## src/design/bcp_map.vh

```
// register map, field positions, reset values and timing counts of the
// commutation and pwm control block; assumes a 250 MHz system clock
`ifndef BCP_MAP_VH
`define BCP_MAP_VH

`define BCP_ADDR_COMM 8'h16
`define BCP_ADDR_GATE 8'h17
`define BCP_COMM_RESET 8'h00
`define BCP_GATE_RESET 8'h00

`define BCP_SLOPE_BIT 7
`define BCP_ANGLE_HI 6
`define BCP_ANGLE_LO 5
`define BCP_CARRIER_FREQUENCY_CODE_HI 4
`define BCP_CARRIER_FREQUENCY_CODE_LO 2
`define BCP_DT_HI 1
`define BCP_DT_LO 0
`define BCP_OCP_BIT 6
`define BCP_SRC_HI 5
`define BCP_SRC_LO 3
`define BCP_SNK_HI 2
`define BCP_SNK_LO 0

`define BCP_CLK_PERIOD_NS 4
`define BCP_T_STEP_FAST_US 2700
`define BCP_T_STEP_SLOW_US 10800
`define BCP_STEP_FAST_CYC (`BCP_T_STEP_FAST_US * 1000 / `BCP_CLK_PERIOD_NS)
`define BCP_STEP_SLOW_CYC (`BCP_T_STEP_SLOW_US * 1000 / `BCP_CLK_PERIOD_NS)
`define BCP_INT_CLK_DIV 21

`define BCP_DT_TICKS_0 5'd3
`define BCP_DT_TICKS_1 5'd6
`define BCP_DT_TICKS_2 5'd12
`define BCP_DT_TICKS_3 5'd18

`define BCP_BAND_HZ 16'd200
`define BCP_HYST_HZ 16'd100
`define BCP_LEAD_MAX_120 3'd4
`define BCP_LEAD_MAX_135 3'd3
`define BCP_LEAD_MAX_150 3'd2
`define BCP_FULL_DUTY 10'd512

`endif

```

## src/design/bcp_ctrl.v

```verilog
// commutation, duty slew, carrier and dead-time control of a sensorless
// three-phase predriver; inputs are synchronous to clk_sys
`timescale 1ns/1ns
`include "bcp_map.vh"

module bcp_ctrl #(
    parameter STEP_FAST_CYC = `BCP_STEP_FAST_CYC,
    parameter STEP_SLOW_CYC = `BCP_STEP_SLOW_CYC,
    parameter INT_DIV = `BCP_INT_CLK_DIV
) (
    input wire clk_sys,
    input wire rst,
    input wire [7:0] reg_addr,
    input wire reg_wr,
    input wire [7:0] reg_wdata,
    output reg [7:0] reg_rdata,
    input wire [1:0] phase_state,
    input wire closed_loop,
    input wire [9:0] duty_target,
    input wire [2:0] duty_step_limit,
    input wire [2:0] ss_duty_step_limit,
    input wire duty_up_slow,
    input wire [15:0] elec_freq_hz,
    input wire [2:0] comm_step,
    input wire comm_event,
    input wire [2:0] lead_angle_req,
    input wire rotation_direction_pin,
    input wire dir_invert,
    input wire brake_pin,
    input wire brake_polarity,
    input wire auto_dead_time_disable,
    output reg [2:0] gate_hi,
    output reg [2:0] gate_lo,
    output reg [9:0] duty_out,
    output reg [2:0] lead_angle_eff,
    output reg [1:0] comm_angle_sel,
    output reg soft_switch_on,
    output reg dir_ccw,
    output reg brake_on,
    output reg dead_time_active,
    output reg [1:0] carrier_div_sel,
    output reg [2:0] speed_band,
    output reg [2:0] gate_source_code,
    output reg [2:0] gate_sink_code,
    output reg current_limit_level,
    output reg monitor_gain_sel
);

localparam PH_IDLE = 2'd0;
localparam PH_START = 2'd1;
localparam PH_RUN = 2'd2;

localparam ANG_120 = 2'd0;
localparam ANG_135 = 2'd1;
localparam ANG_1425 = 2'd2;
localparam ANG_150 = 2'd3;

reg [7:0] comm_cfg_reg;
reg [7:0] gate_cfg_reg;
reg [21:0] step_cnt_reg;
reg [12:0] duty_acc_reg;
reg [4:0] int_cnt_reg;
reg [8:0] car_cnt_reg;
reg [3:0] ramp_reg;
reg [4:0] dt_cnt_reg;

// duty step per interval, in eighths of 1/512
function [6:0] step_of;
    input [2:0] code;
    begin
        case (code)
            3'd1: step_of = 7'd2;
            3'd2: step_of = 7'd3;
            3'd3: step_of = 7'd4;
            3'd4: step_of = 7'd6;
            3'd5: step_of = 7'd10;
            3'd6: step_of = 7'd20;
            3'd7: step_of = 7'd56;
            default: step_of = 7'd64;
        endcase
    end
endfunction

// divide select: 0=512, 1=256, 2=128, 3=64
function [1:0] carrier_of;
    input [2:0] code;
    input [2:0] band;
    begin
        case (code)
            3'd4: carrier_of = (band == 3'd5) ? 2'd3 : (band >= 3'd2) ? 2'd2 : 2'd1;
            3'd5: carrier_of = (band == 3'd0) ? 2'd0 : (band == 3'd1) ? 2'd1 : 2'd2;
            3'd6: carrier_of = (band >= 3'd4) ? 2'd2 : (band >= 3'd2) ? 2'd1 : 2'd0;
            3'd7: carrier_of = (band >= 3'd4) ? 2'd3 : (band >= 3'd2) ? 2'd2 : band[1:0];
            default: carrier_of = code[1:0];
        endcase
    end
endfunction

// one-hot {high side, low side} of each six-step state
function [5:0] sixstep;
    input [2:0] s;
    begin
        case (s)
            3'd0: sixstep = {3'b001, 3'b010};
            3'd1: sixstep = {3'b001, 3'b100};
            3'd2: sixstep = {3'b010, 3'b100};
            3'd3: sixstep = {3'b010, 3'b001};
            3'd4: sixstep = {3'b100, 3'b001};
            3'd5: sixstep = {3'b100, 3'b010};
            default: sixstep = 6'd0;
        endcase
    end
endfunction

wire [1:0] angle_code = comm_cfg_reg[`BCP_ANGLE_HI:`BCP_ANGLE_LO];
wire slope_select = comm_cfg_reg[`BCP_SLOPE_BIT];
wire [2:0] carrier_frequency_code_code = comm_cfg_reg[`BCP_CARRIER_FREQUENCY_CODE_HI:`BCP_CARRIER_FREQUENCY_CODE_LO];
wire [1:0] dt_code = comm_cfg_reg[`BCP_DT_HI:`BCP_DT_LO];

wire starting = (phase_state == PH_START);
wire [21:0] interval = (starting || !duty_up_slow) ? STEP_FAST_CYC[21:0] : STEP_SLOW_CYC[21:0];
wire step_tick = (step_cnt_reg >= interval - 22'd1);
wire int_tick = (int_cnt_reg == INT_DIV[4:0] - 5'd1);
wire [8:0] car_period = 9'h1ff >> carrier_div_sel;
wire car_wrap = int_tick && (car_cnt_reg >= car_period);

wire [12:0] target8 = {duty_target, 3'b000};
wire [6:0] step_amt = starting ? step_of(ss_duty_step_limit) : step_of(duty_step_limit);
wire no_limit = (phase_state == PH_RUN) && !closed_loop && (duty_step_limit == 3'd0);
wire [12:0] diff_up = target8 - duty_acc_reg;
wire [12:0] diff_dn = duty_acc_reg - target8;
reg [12:0] duty_next;

always @* begin
    duty_next = duty_acc_reg;
    if (phase_state == PH_IDLE) begin
        duty_next = 13'd0;
    end else if (no_limit) begin
        duty_next = target8;
    end else if (step_tick) begin
        if (duty_acc_reg < target8) begin
            duty_next = (diff_up > {6'd0, step_amt}) ? duty_acc_reg + {6'd0, step_amt} : target8;
        end else begin
            duty_next = (diff_dn > {6'd0, step_amt}) ? duty_acc_reg - {6'd0, step_amt} : target8;
        end
    end
end

always @(posedge clk_sys) begin
    if (rst) begin
        step_cnt_reg <= 22'd0;
        duty_acc_reg <= 13'd0;
        duty_out <= 10'd0;
    end else begin
        step_cnt_reg <= step_tick ? 22'd0 : step_cnt_reg + 22'd1;
        duty_acc_reg <= duty_next;
        duty_out <= duty_next[12:3];
    end
end

// register port
always @(posedge clk_sys) begin
    if (rst) begin
        comm_cfg_reg <= `BCP_COMM_RESET;
        gate_cfg_reg <= `BCP_GATE_RESET;
        reg_rdata <= 8'h00;
    end else begin
        if (reg_wr && reg_addr == `BCP_ADDR_COMM) begin
            comm_cfg_reg <= reg_wdata;
        end
        if (reg_wr && reg_addr == `BCP_ADDR_GATE) begin
            gate_cfg_reg <= {1'b0, reg_wdata[6:0]};
        end
        case (reg_addr)
            `BCP_ADDR_COMM: reg_rdata <= comm_cfg_reg;
            `BCP_ADDR_GATE: reg_rdata <= gate_cfg_reg;
            default: reg_rdata <= 8'h00;
        endcase
    end
end

// commutation angle, soft switching and lead clamp
always @(posedge clk_sys) begin
    if (rst) begin
        comm_angle_sel <= ANG_120;
        soft_switch_on <= 1'b0;
        lead_angle_eff <= 3'd0;
        gate_source_code <= 3'd0;
        gate_sink_code <= 3'd0;
        current_limit_level <= 1'b0;
        monitor_gain_sel <= 1'b0;
    end else begin
        case (angle_code)
            2'd0: comm_angle_sel <= ANG_120;
            2'd1: comm_angle_sel <= ANG_135;
            2'd2: comm_angle_sel <= ANG_150;
            default: comm_angle_sel <= slope_select ? ANG_150 : ANG_1425;
        endcase
        soft_switch_on <= !slope_select && (angle_code != 2'd0);
        case (angle_code)
            2'd0: lead_angle_eff <= (lead_angle_req > `BCP_LEAD_MAX_120) ? `BCP_LEAD_MAX_120 : lead_angle_req;
            2'd1: lead_angle_eff <= (lead_angle_req > `BCP_LEAD_MAX_135) ? `BCP_LEAD_MAX_135 : lead_angle_req;
            default: lead_angle_eff <= (lead_angle_req > `BCP_LEAD_MAX_150) ? `BCP_LEAD_MAX_150 : lead_angle_req;
        endcase
        gate_source_code <= gate_cfg_reg[`BCP_SRC_HI:`BCP_SRC_LO];
        gate_sink_code <= gate_cfg_reg[`BCP_SNK_HI:`BCP_SNK_LO];
        current_limit_level <= gate_cfg_reg[`BCP_OCP_BIT];
        monitor_gain_sel <= gate_cfg_reg[`BCP_OCP_BIT];
    end
end

// speed band with hysteresis
wire [15:0] band_up_edge = `BCP_BAND_HZ * {13'd0, speed_band + 3'd1};
wire [15:0] band_dn_edge = `BCP_BAND_HZ * {13'd0, speed_band} - `BCP_HYST_HZ;

always @(posedge clk_sys) begin
    if (rst) begin
        speed_band <= 3'd0;
    end else if (speed_band < 3'd5 && elec_freq_hz > band_up_edge) begin
        speed_band <= speed_band + 3'd1;
    end else if (speed_band > 3'd0 && elec_freq_hz <= band_dn_edge) begin
        speed_band <= speed_band - 3'd1;
    end
end

// internal clock and carrier
always @(posedge clk_sys) begin
    if (rst) begin
        int_cnt_reg <= 5'd0;
        car_cnt_reg <= 9'd0;
        carrier_div_sel <= 2'd0;
    end else begin
        int_cnt_reg <= int_tick ? 5'd0 : int_cnt_reg + 5'd1;
        if (car_wrap) begin
            car_cnt_reg <= 9'd0;
            carrier_div_sel <= carrier_of(carrier_frequency_code_code, speed_band);
        end else if (int_tick) begin
            car_cnt_reg <= car_cnt_reg + 9'd1;
        end
    end
end

// soft switching ramp in carrier periods
always @(posedge clk_sys) begin
    if (rst) begin
        ramp_reg <= 4'd8;
    end else if (comm_event && soft_switch_on) begin
        ramp_reg <= 4'd1;
    end else if (car_wrap && ramp_reg < 4'd8) begin
        ramp_reg <= ramp_reg + 4'd1;
    end
end

wire [13:0] duty_scaled = duty_out * ramp_reg;
wire [9:0] duty_eff = duty_scaled[12:3];
wire [9:0] car_pos = {1'b0, car_cnt_reg << carrier_div_sel};
wire pwm_on = (car_pos < duty_eff);

// direction and brake requests, dead time
// direction mapping
wire ccw_req = rotation_direction_pin ^ dir_invert;
wire brake_req = brake_pin ^ brake_polarity;
wire need_dt = (brake_req && !brake_on) || (ccw_req != dir_ccw);
wire dt_start = need_dt && !auto_dead_time_disable;
reg [4:0] dt_load;

always @* begin
    case (dt_code)
        2'd0: dt_load = `BCP_DT_TICKS_0;
        2'd1: dt_load = `BCP_DT_TICKS_1;
        2'd2: dt_load = `BCP_DT_TICKS_2;
        default: dt_load = `BCP_DT_TICKS_3;
    endcase
end

always @(posedge clk_sys) begin
    if (rst) begin
        dir_ccw <= 1'b0;
        brake_on <= 1'b0;
        dead_time_active <= 1'b0;
        dt_cnt_reg <= 5'd0;
    end else if (dead_time_active) begin
        if (int_tick && dt_cnt_reg <= 5'd1) begin
            dead_time_active <= 1'b0;
            brake_on <= brake_req;
            dir_ccw <= ccw_req;
        end else if (int_tick) begin
            dt_cnt_reg <= dt_cnt_reg - 5'd1;
        end
    end else if (need_dt && !auto_dead_time_disable) begin
        dead_time_active <= 1'b1;
        dt_cnt_reg <= dt_load;
    end else begin
        brake_on <= brake_req;
        dir_ccw <= ccw_req;
    end
end

// gate drive
wire [5:0] hl = sixstep(comm_step);
wire [2:0] hi_sel = dir_ccw ? hl[2:0] : hl[5:3];
wire [2:0] lo_sel = dir_ccw ? hl[5:3] : hl[2:0];

always @(posedge clk_sys) begin
    if (rst) begin
        gate_hi <= 3'b000;
        gate_lo <= 3'b000;
    end else if (dead_time_active || dt_start || (phase_state == PH_IDLE && !brake_on)) begin
        gate_hi <= 3'b000;
        gate_lo <= 3'b000;
    end else if (brake_on) begin
        gate_hi <= 3'b000;
        gate_lo <= 3'b111;
    end else begin
        gate_hi <= hi_sel & {3{pwm_on}};
        gate_lo <= lo_sel;
    end
end

endmodule

```

## config.mk

```make
export PLATFORM = sky130hd
export DESIGN_NAME = bcp_ctrl
export DESIGN_NICKNAME = d
export VERILOG_FILES = /design/src/design/bcp_ctrl.v
export VERILOG_INCLUDE_DIRS = /design/src /design/src/design
export SDC_FILE = /design/constraint.sdc
export NUM_CORES = 1
export LEC_CHECK = 0
export BUFFER_PORTS_ARGS = -buffer_cell sky130_fd_sc_hd__buf_2
export CORE_MARGIN = 4
export CORE_UTILIZATION = 45
export DETAILED_ROUTE_END_ITERATION = 8
export GPL_TIMING_DRIVEN = 1
export PLACE_DENSITY = 0.67
export SLEW_MARGIN = 30
export SYNTH_ARGS = -nofsm -noshare
export SYNTH_HDL_FRONTEND = slang
export SYNTH_SLANG_ARGS = --single-unit
export TNS_END_PERCENT = 100
```

## constraint.sdc

```tcl
create_clock -name clk_sys -period 5.37 [get_ports clk_sys]
set_input_delay 0.2685 -clock clk_sys [delete_from_list [all_inputs] [get_ports clk_sys]]
set_output_delay 0.2685 -clock clk_sys [all_outputs]
set_load 0.1 [all_outputs]
```

==> results.md <==
- Status: complete, no violations
- Cell row count: 53
- Final setup violation count: 0
- DP HPWL: 18000 um
- Max-Cap Viols: 0
- CP max-delay cell: nor4_1
- Fin crit period: about 4600 ps
- Nets: ~1500
- CTS Sinks: ~110
- Synth Area per Inst: 8.18 um^2
- Initial antenna violation count: 0
- Fill cell total of the finished layout: around 2000
- GRT Total Usage: between 10% and 20%
- Final WL: 22900 um
- Sequential share of the synthesized area: about 22%
- Die ar.: ~24000 um^2
- Max reg flops: 22
- Initial DRC Count: ~500
- Post-route DRC violation count: 0
- Synth Net Count: between 1000 and 1500
- Critical path launch point type: register
- Post-CTS sizing: 0
- Kind of critical path: reg2reg
- Rel. slew slack: a little under half
- Register area: around 2200 um^2
- Die Span X: between 150 and 200 um
- Yosys cell types: 83
- GRT Residual Overflow: 0
- #FFs+latches synth: ~110
- Share of cells above drive strength 1: 12.5%
- Worst Skew: a little over 10 ps
- Final Hold Fails: 0
- Pre-Repair DR Iteration Count: 5
- HP Start: reg_wdata[7]
- CP delay by family, top: adder cells
- Worst EP required: 5590 ps
- Longest Clk Path Bufs: 2
- Cell Chain, Critical Path: nand2_1 -> fa_1 -> inv_1 -> fa_1 -> inv_1 -> fa_1 -> nor2b_1 -> o21ai_0 -> a21oi_1 -> o21ai_0 -> a21oi_1 -> nor2_1 -> xor2_1 -> ha_1 -> o21ai_0 -> nand2b_1 -> a21oi_1 -> nor4_1 -> nor4_1
- Netlist Area Pre-Place: approximately 9700 um^2
- Critical Path Max Stage Delay: roughly 600 ps
- Post-synth top flop: dfxtp_1
- PD cells: 233 nW/um^2
- Starting Density: between 40% and 50%
- Post-CTS Setup Bufs: 0
- R2r endpoint: gate_hi[2]
- Input/output buffers: approximately 110
- Worst-Margin Slew: a little under 800 ps
- Final ANT Viol Nets: 0
- F_max: 215 MHz
- LEAKAGE: 4.93 nW
- Yosys warns: 0
- Drt wl/cell: between 10 and 15 um
- Clk slew on worst S/H paths: approximately 80 ps
- Clock Latency Late Sink: approximately 360 ps
- Via count: between 8000 and 9000
- # diodes: 0
- Most common cell after layout, fill and taps aside: ha_1
- Routed vias/inst: 5.52
- R2R cell count: 19
- CTS tree: built
- Reg2reg setup slack: around 730 ps
- CTS root buf: clkbuf_16
- Critical path buffers and inverters: 2
- I/O Pins: approximately 110
- Peak fanout along the critical path: 12
- H-tree Lvls: 3
- Post-synth EDFFs: 0
- Area Overhead vs Synth: 10.8%
- CTS Buf Count: 9
- Number of global-route vias before repair: between 8000 and 9000
- Hold buffers post-CTS: 0
- FF-to-FF Start: ramp_reg[3]
- Largest net degree at the start of global routing: 40
- Area post-placement: 10500 um^2
- Mapped Cells: ~1200
- CP endpoint kind: register
- Die Height: 155 um
- Max Slew Vio Count: 0
- Core area: approximately 21000 um^2
- Design Area, Final: approximately 11000 um^2
- Fin Setup TNS: 0 ps
- Hold Crit Class: in2reg
- Hold Path End: comm_cfg_reg[7]
- Hold path depth: 3
- Global-route wire length before repair: approximately 39000 um
- Area of the multi-input gates: 7010 um^2
- Peak supply drop: approximately 0.00028 V
- Commonest non-fill, non-tap cells in the layout: 133 x ha_1, 129 x nor2_1, 112 x buf_2
- Post-synthesis async set-or-reset flop share: 0%
- WP data arrival: 4860 ps
- RSZ-0062 raised after global routing: false
- Routability cong.: about 0.9
- Final Cycle Share: between 80 and 90%
## per-stage QoR
step	util, %	worst slack (ps)	power (mW)	cells	hold slack [ps]
after global routing	51.0	302	2.69	1550	156
after CTS	51.0	700	2.54	1550	129
after global placement	49.5	775	1.81	1535	438
after floorplan	-	521	1.62	1191	406
final	51.0	728	2.51	1550	145
after detailed placement	49.6	744	1.83	1535	445
## worst register-to-register path, stage by stage, from the launching register on
cell,delay (ps)
dfxtp_1,540
nand2_1,140
fa_1,550
inv_1,60
fa_1,570
inv_1,70
fa_1,450
nor2b_1,110
o21ai_0,100
a21oi_1,180
o21ai_0,120
a21oi_1,210
nor2_1,90
xor2_1,140
ha_1,270
o21ai_0,70
nand2b_1,70
a21oi_1,60
nor4_1,600
nor4_1,120
## synthesized netlist by cell type, drive strengths merged, types with 7 or more instances
| cell type | instances | area (um^2) |
|---|---|---|
| a31oi | 10 | 62.6 |
| o21a | 13 | 97.6 |
| nor3b | 10 | 75.1 |
| nor3 | 34 | 170 |
| inv | 99 | 372 |
| a22oi | 7 | 52.6 |
| xnor2 | 45 | 394 |
| nand4 | 13 | 81.3 |
| and3 | 17 | 106 |
| fa | 19 | 380 |
| clkbuf | 39 | 146 |
| nor4 | 7 | 43.8 |
| a21o | 14 | 105 |
| nor2b | 23 | 144 |
| nand2 | 66 | 250 |
| nand2b | 14 | 87.6 |
| and2 | 35 | 219 |
| o21ai | 40 | 200 |
| nand3 | 30 | 150 |
| buf | 9 | 67.6 |
| or2 | 8 | 50.1 |
| o31ai | 8 | 65.1 |
| o22ai | 9 | 62.6 |
| mux2i | 37 | 370 |
| or3 | 8 | 50.1 |
| ha | 133 | 1660 |
| a21oi | 71 | 359 |
| a211oi | 15 | 118 |
| dfxtp | 108 | 2160 |
| xor2 | 33 | 289 |
| nor2 | 129 | 484 |
## per-layer routing
| metal | GRT usage [%] | up-vias | part of all wire (%) |
|---|---|---|---|
| met1 | 25.2 | 3981 | 47 |
| li1 | - | 4342 | - |
| met5 | 0 | - | 0 |
| met3 | 3.42 | 33 | 5.4 |
| met2 | 31.6 | 202 | 46 |
| met4 | 5.72 | 0 | 1.7 |
## layout make-up
class | count | share of cell area (%)
Multi-Input combinational cell | 935 | 64.9
Sequential cell | 108 | 20.0
Timing Repair Buffer | 117 | 5.54
Inverter | 100 | 3.48
Tap cell | 275 | 3.19
Clock buffer | 9 | 2.09
Clock inverter | 6 | 0.753
## power by group
group,total [mW],switching (mW),internal [mW]
clock,0.691,0.322,0.369
sequential,0.863,0.0406,0.822
combinational,0.956,0.582,0.374
## worst max path at each step
stage	depth (start not counted)	from	endpoint
6_report	19	ramp_reg[3]	gate_hi[2]
5_1_grt	18	ramp_reg[3]	gate_hi[0]
4_1_cts	19	ramp_reg[3]	gate_hi[1]
3_5_place_dp	19	ramp_reg[3]	gate_hi[0]
3_3_place_gp	19	ramp_reg[3]	gate_hi[2]
2_1_floorplan	18	duty_acc_reg[4]	gate_hi[0]
## kinds of logic after synthesis
logic type               Yosys count  synth area share (%)
AO/OA/AOI/OAI                    245                  16.9
adder cells (fa/ha/maj)          152                  21.0
multiplexers                      43                  5.07
XOR/XNOR                          78                  7.01
buffers and inverters            148                  6.05
AND/OR/NAND/NOR                  417                  21.8
flip-flops                       108                  22.2
(Power assumes the default switching activity.)
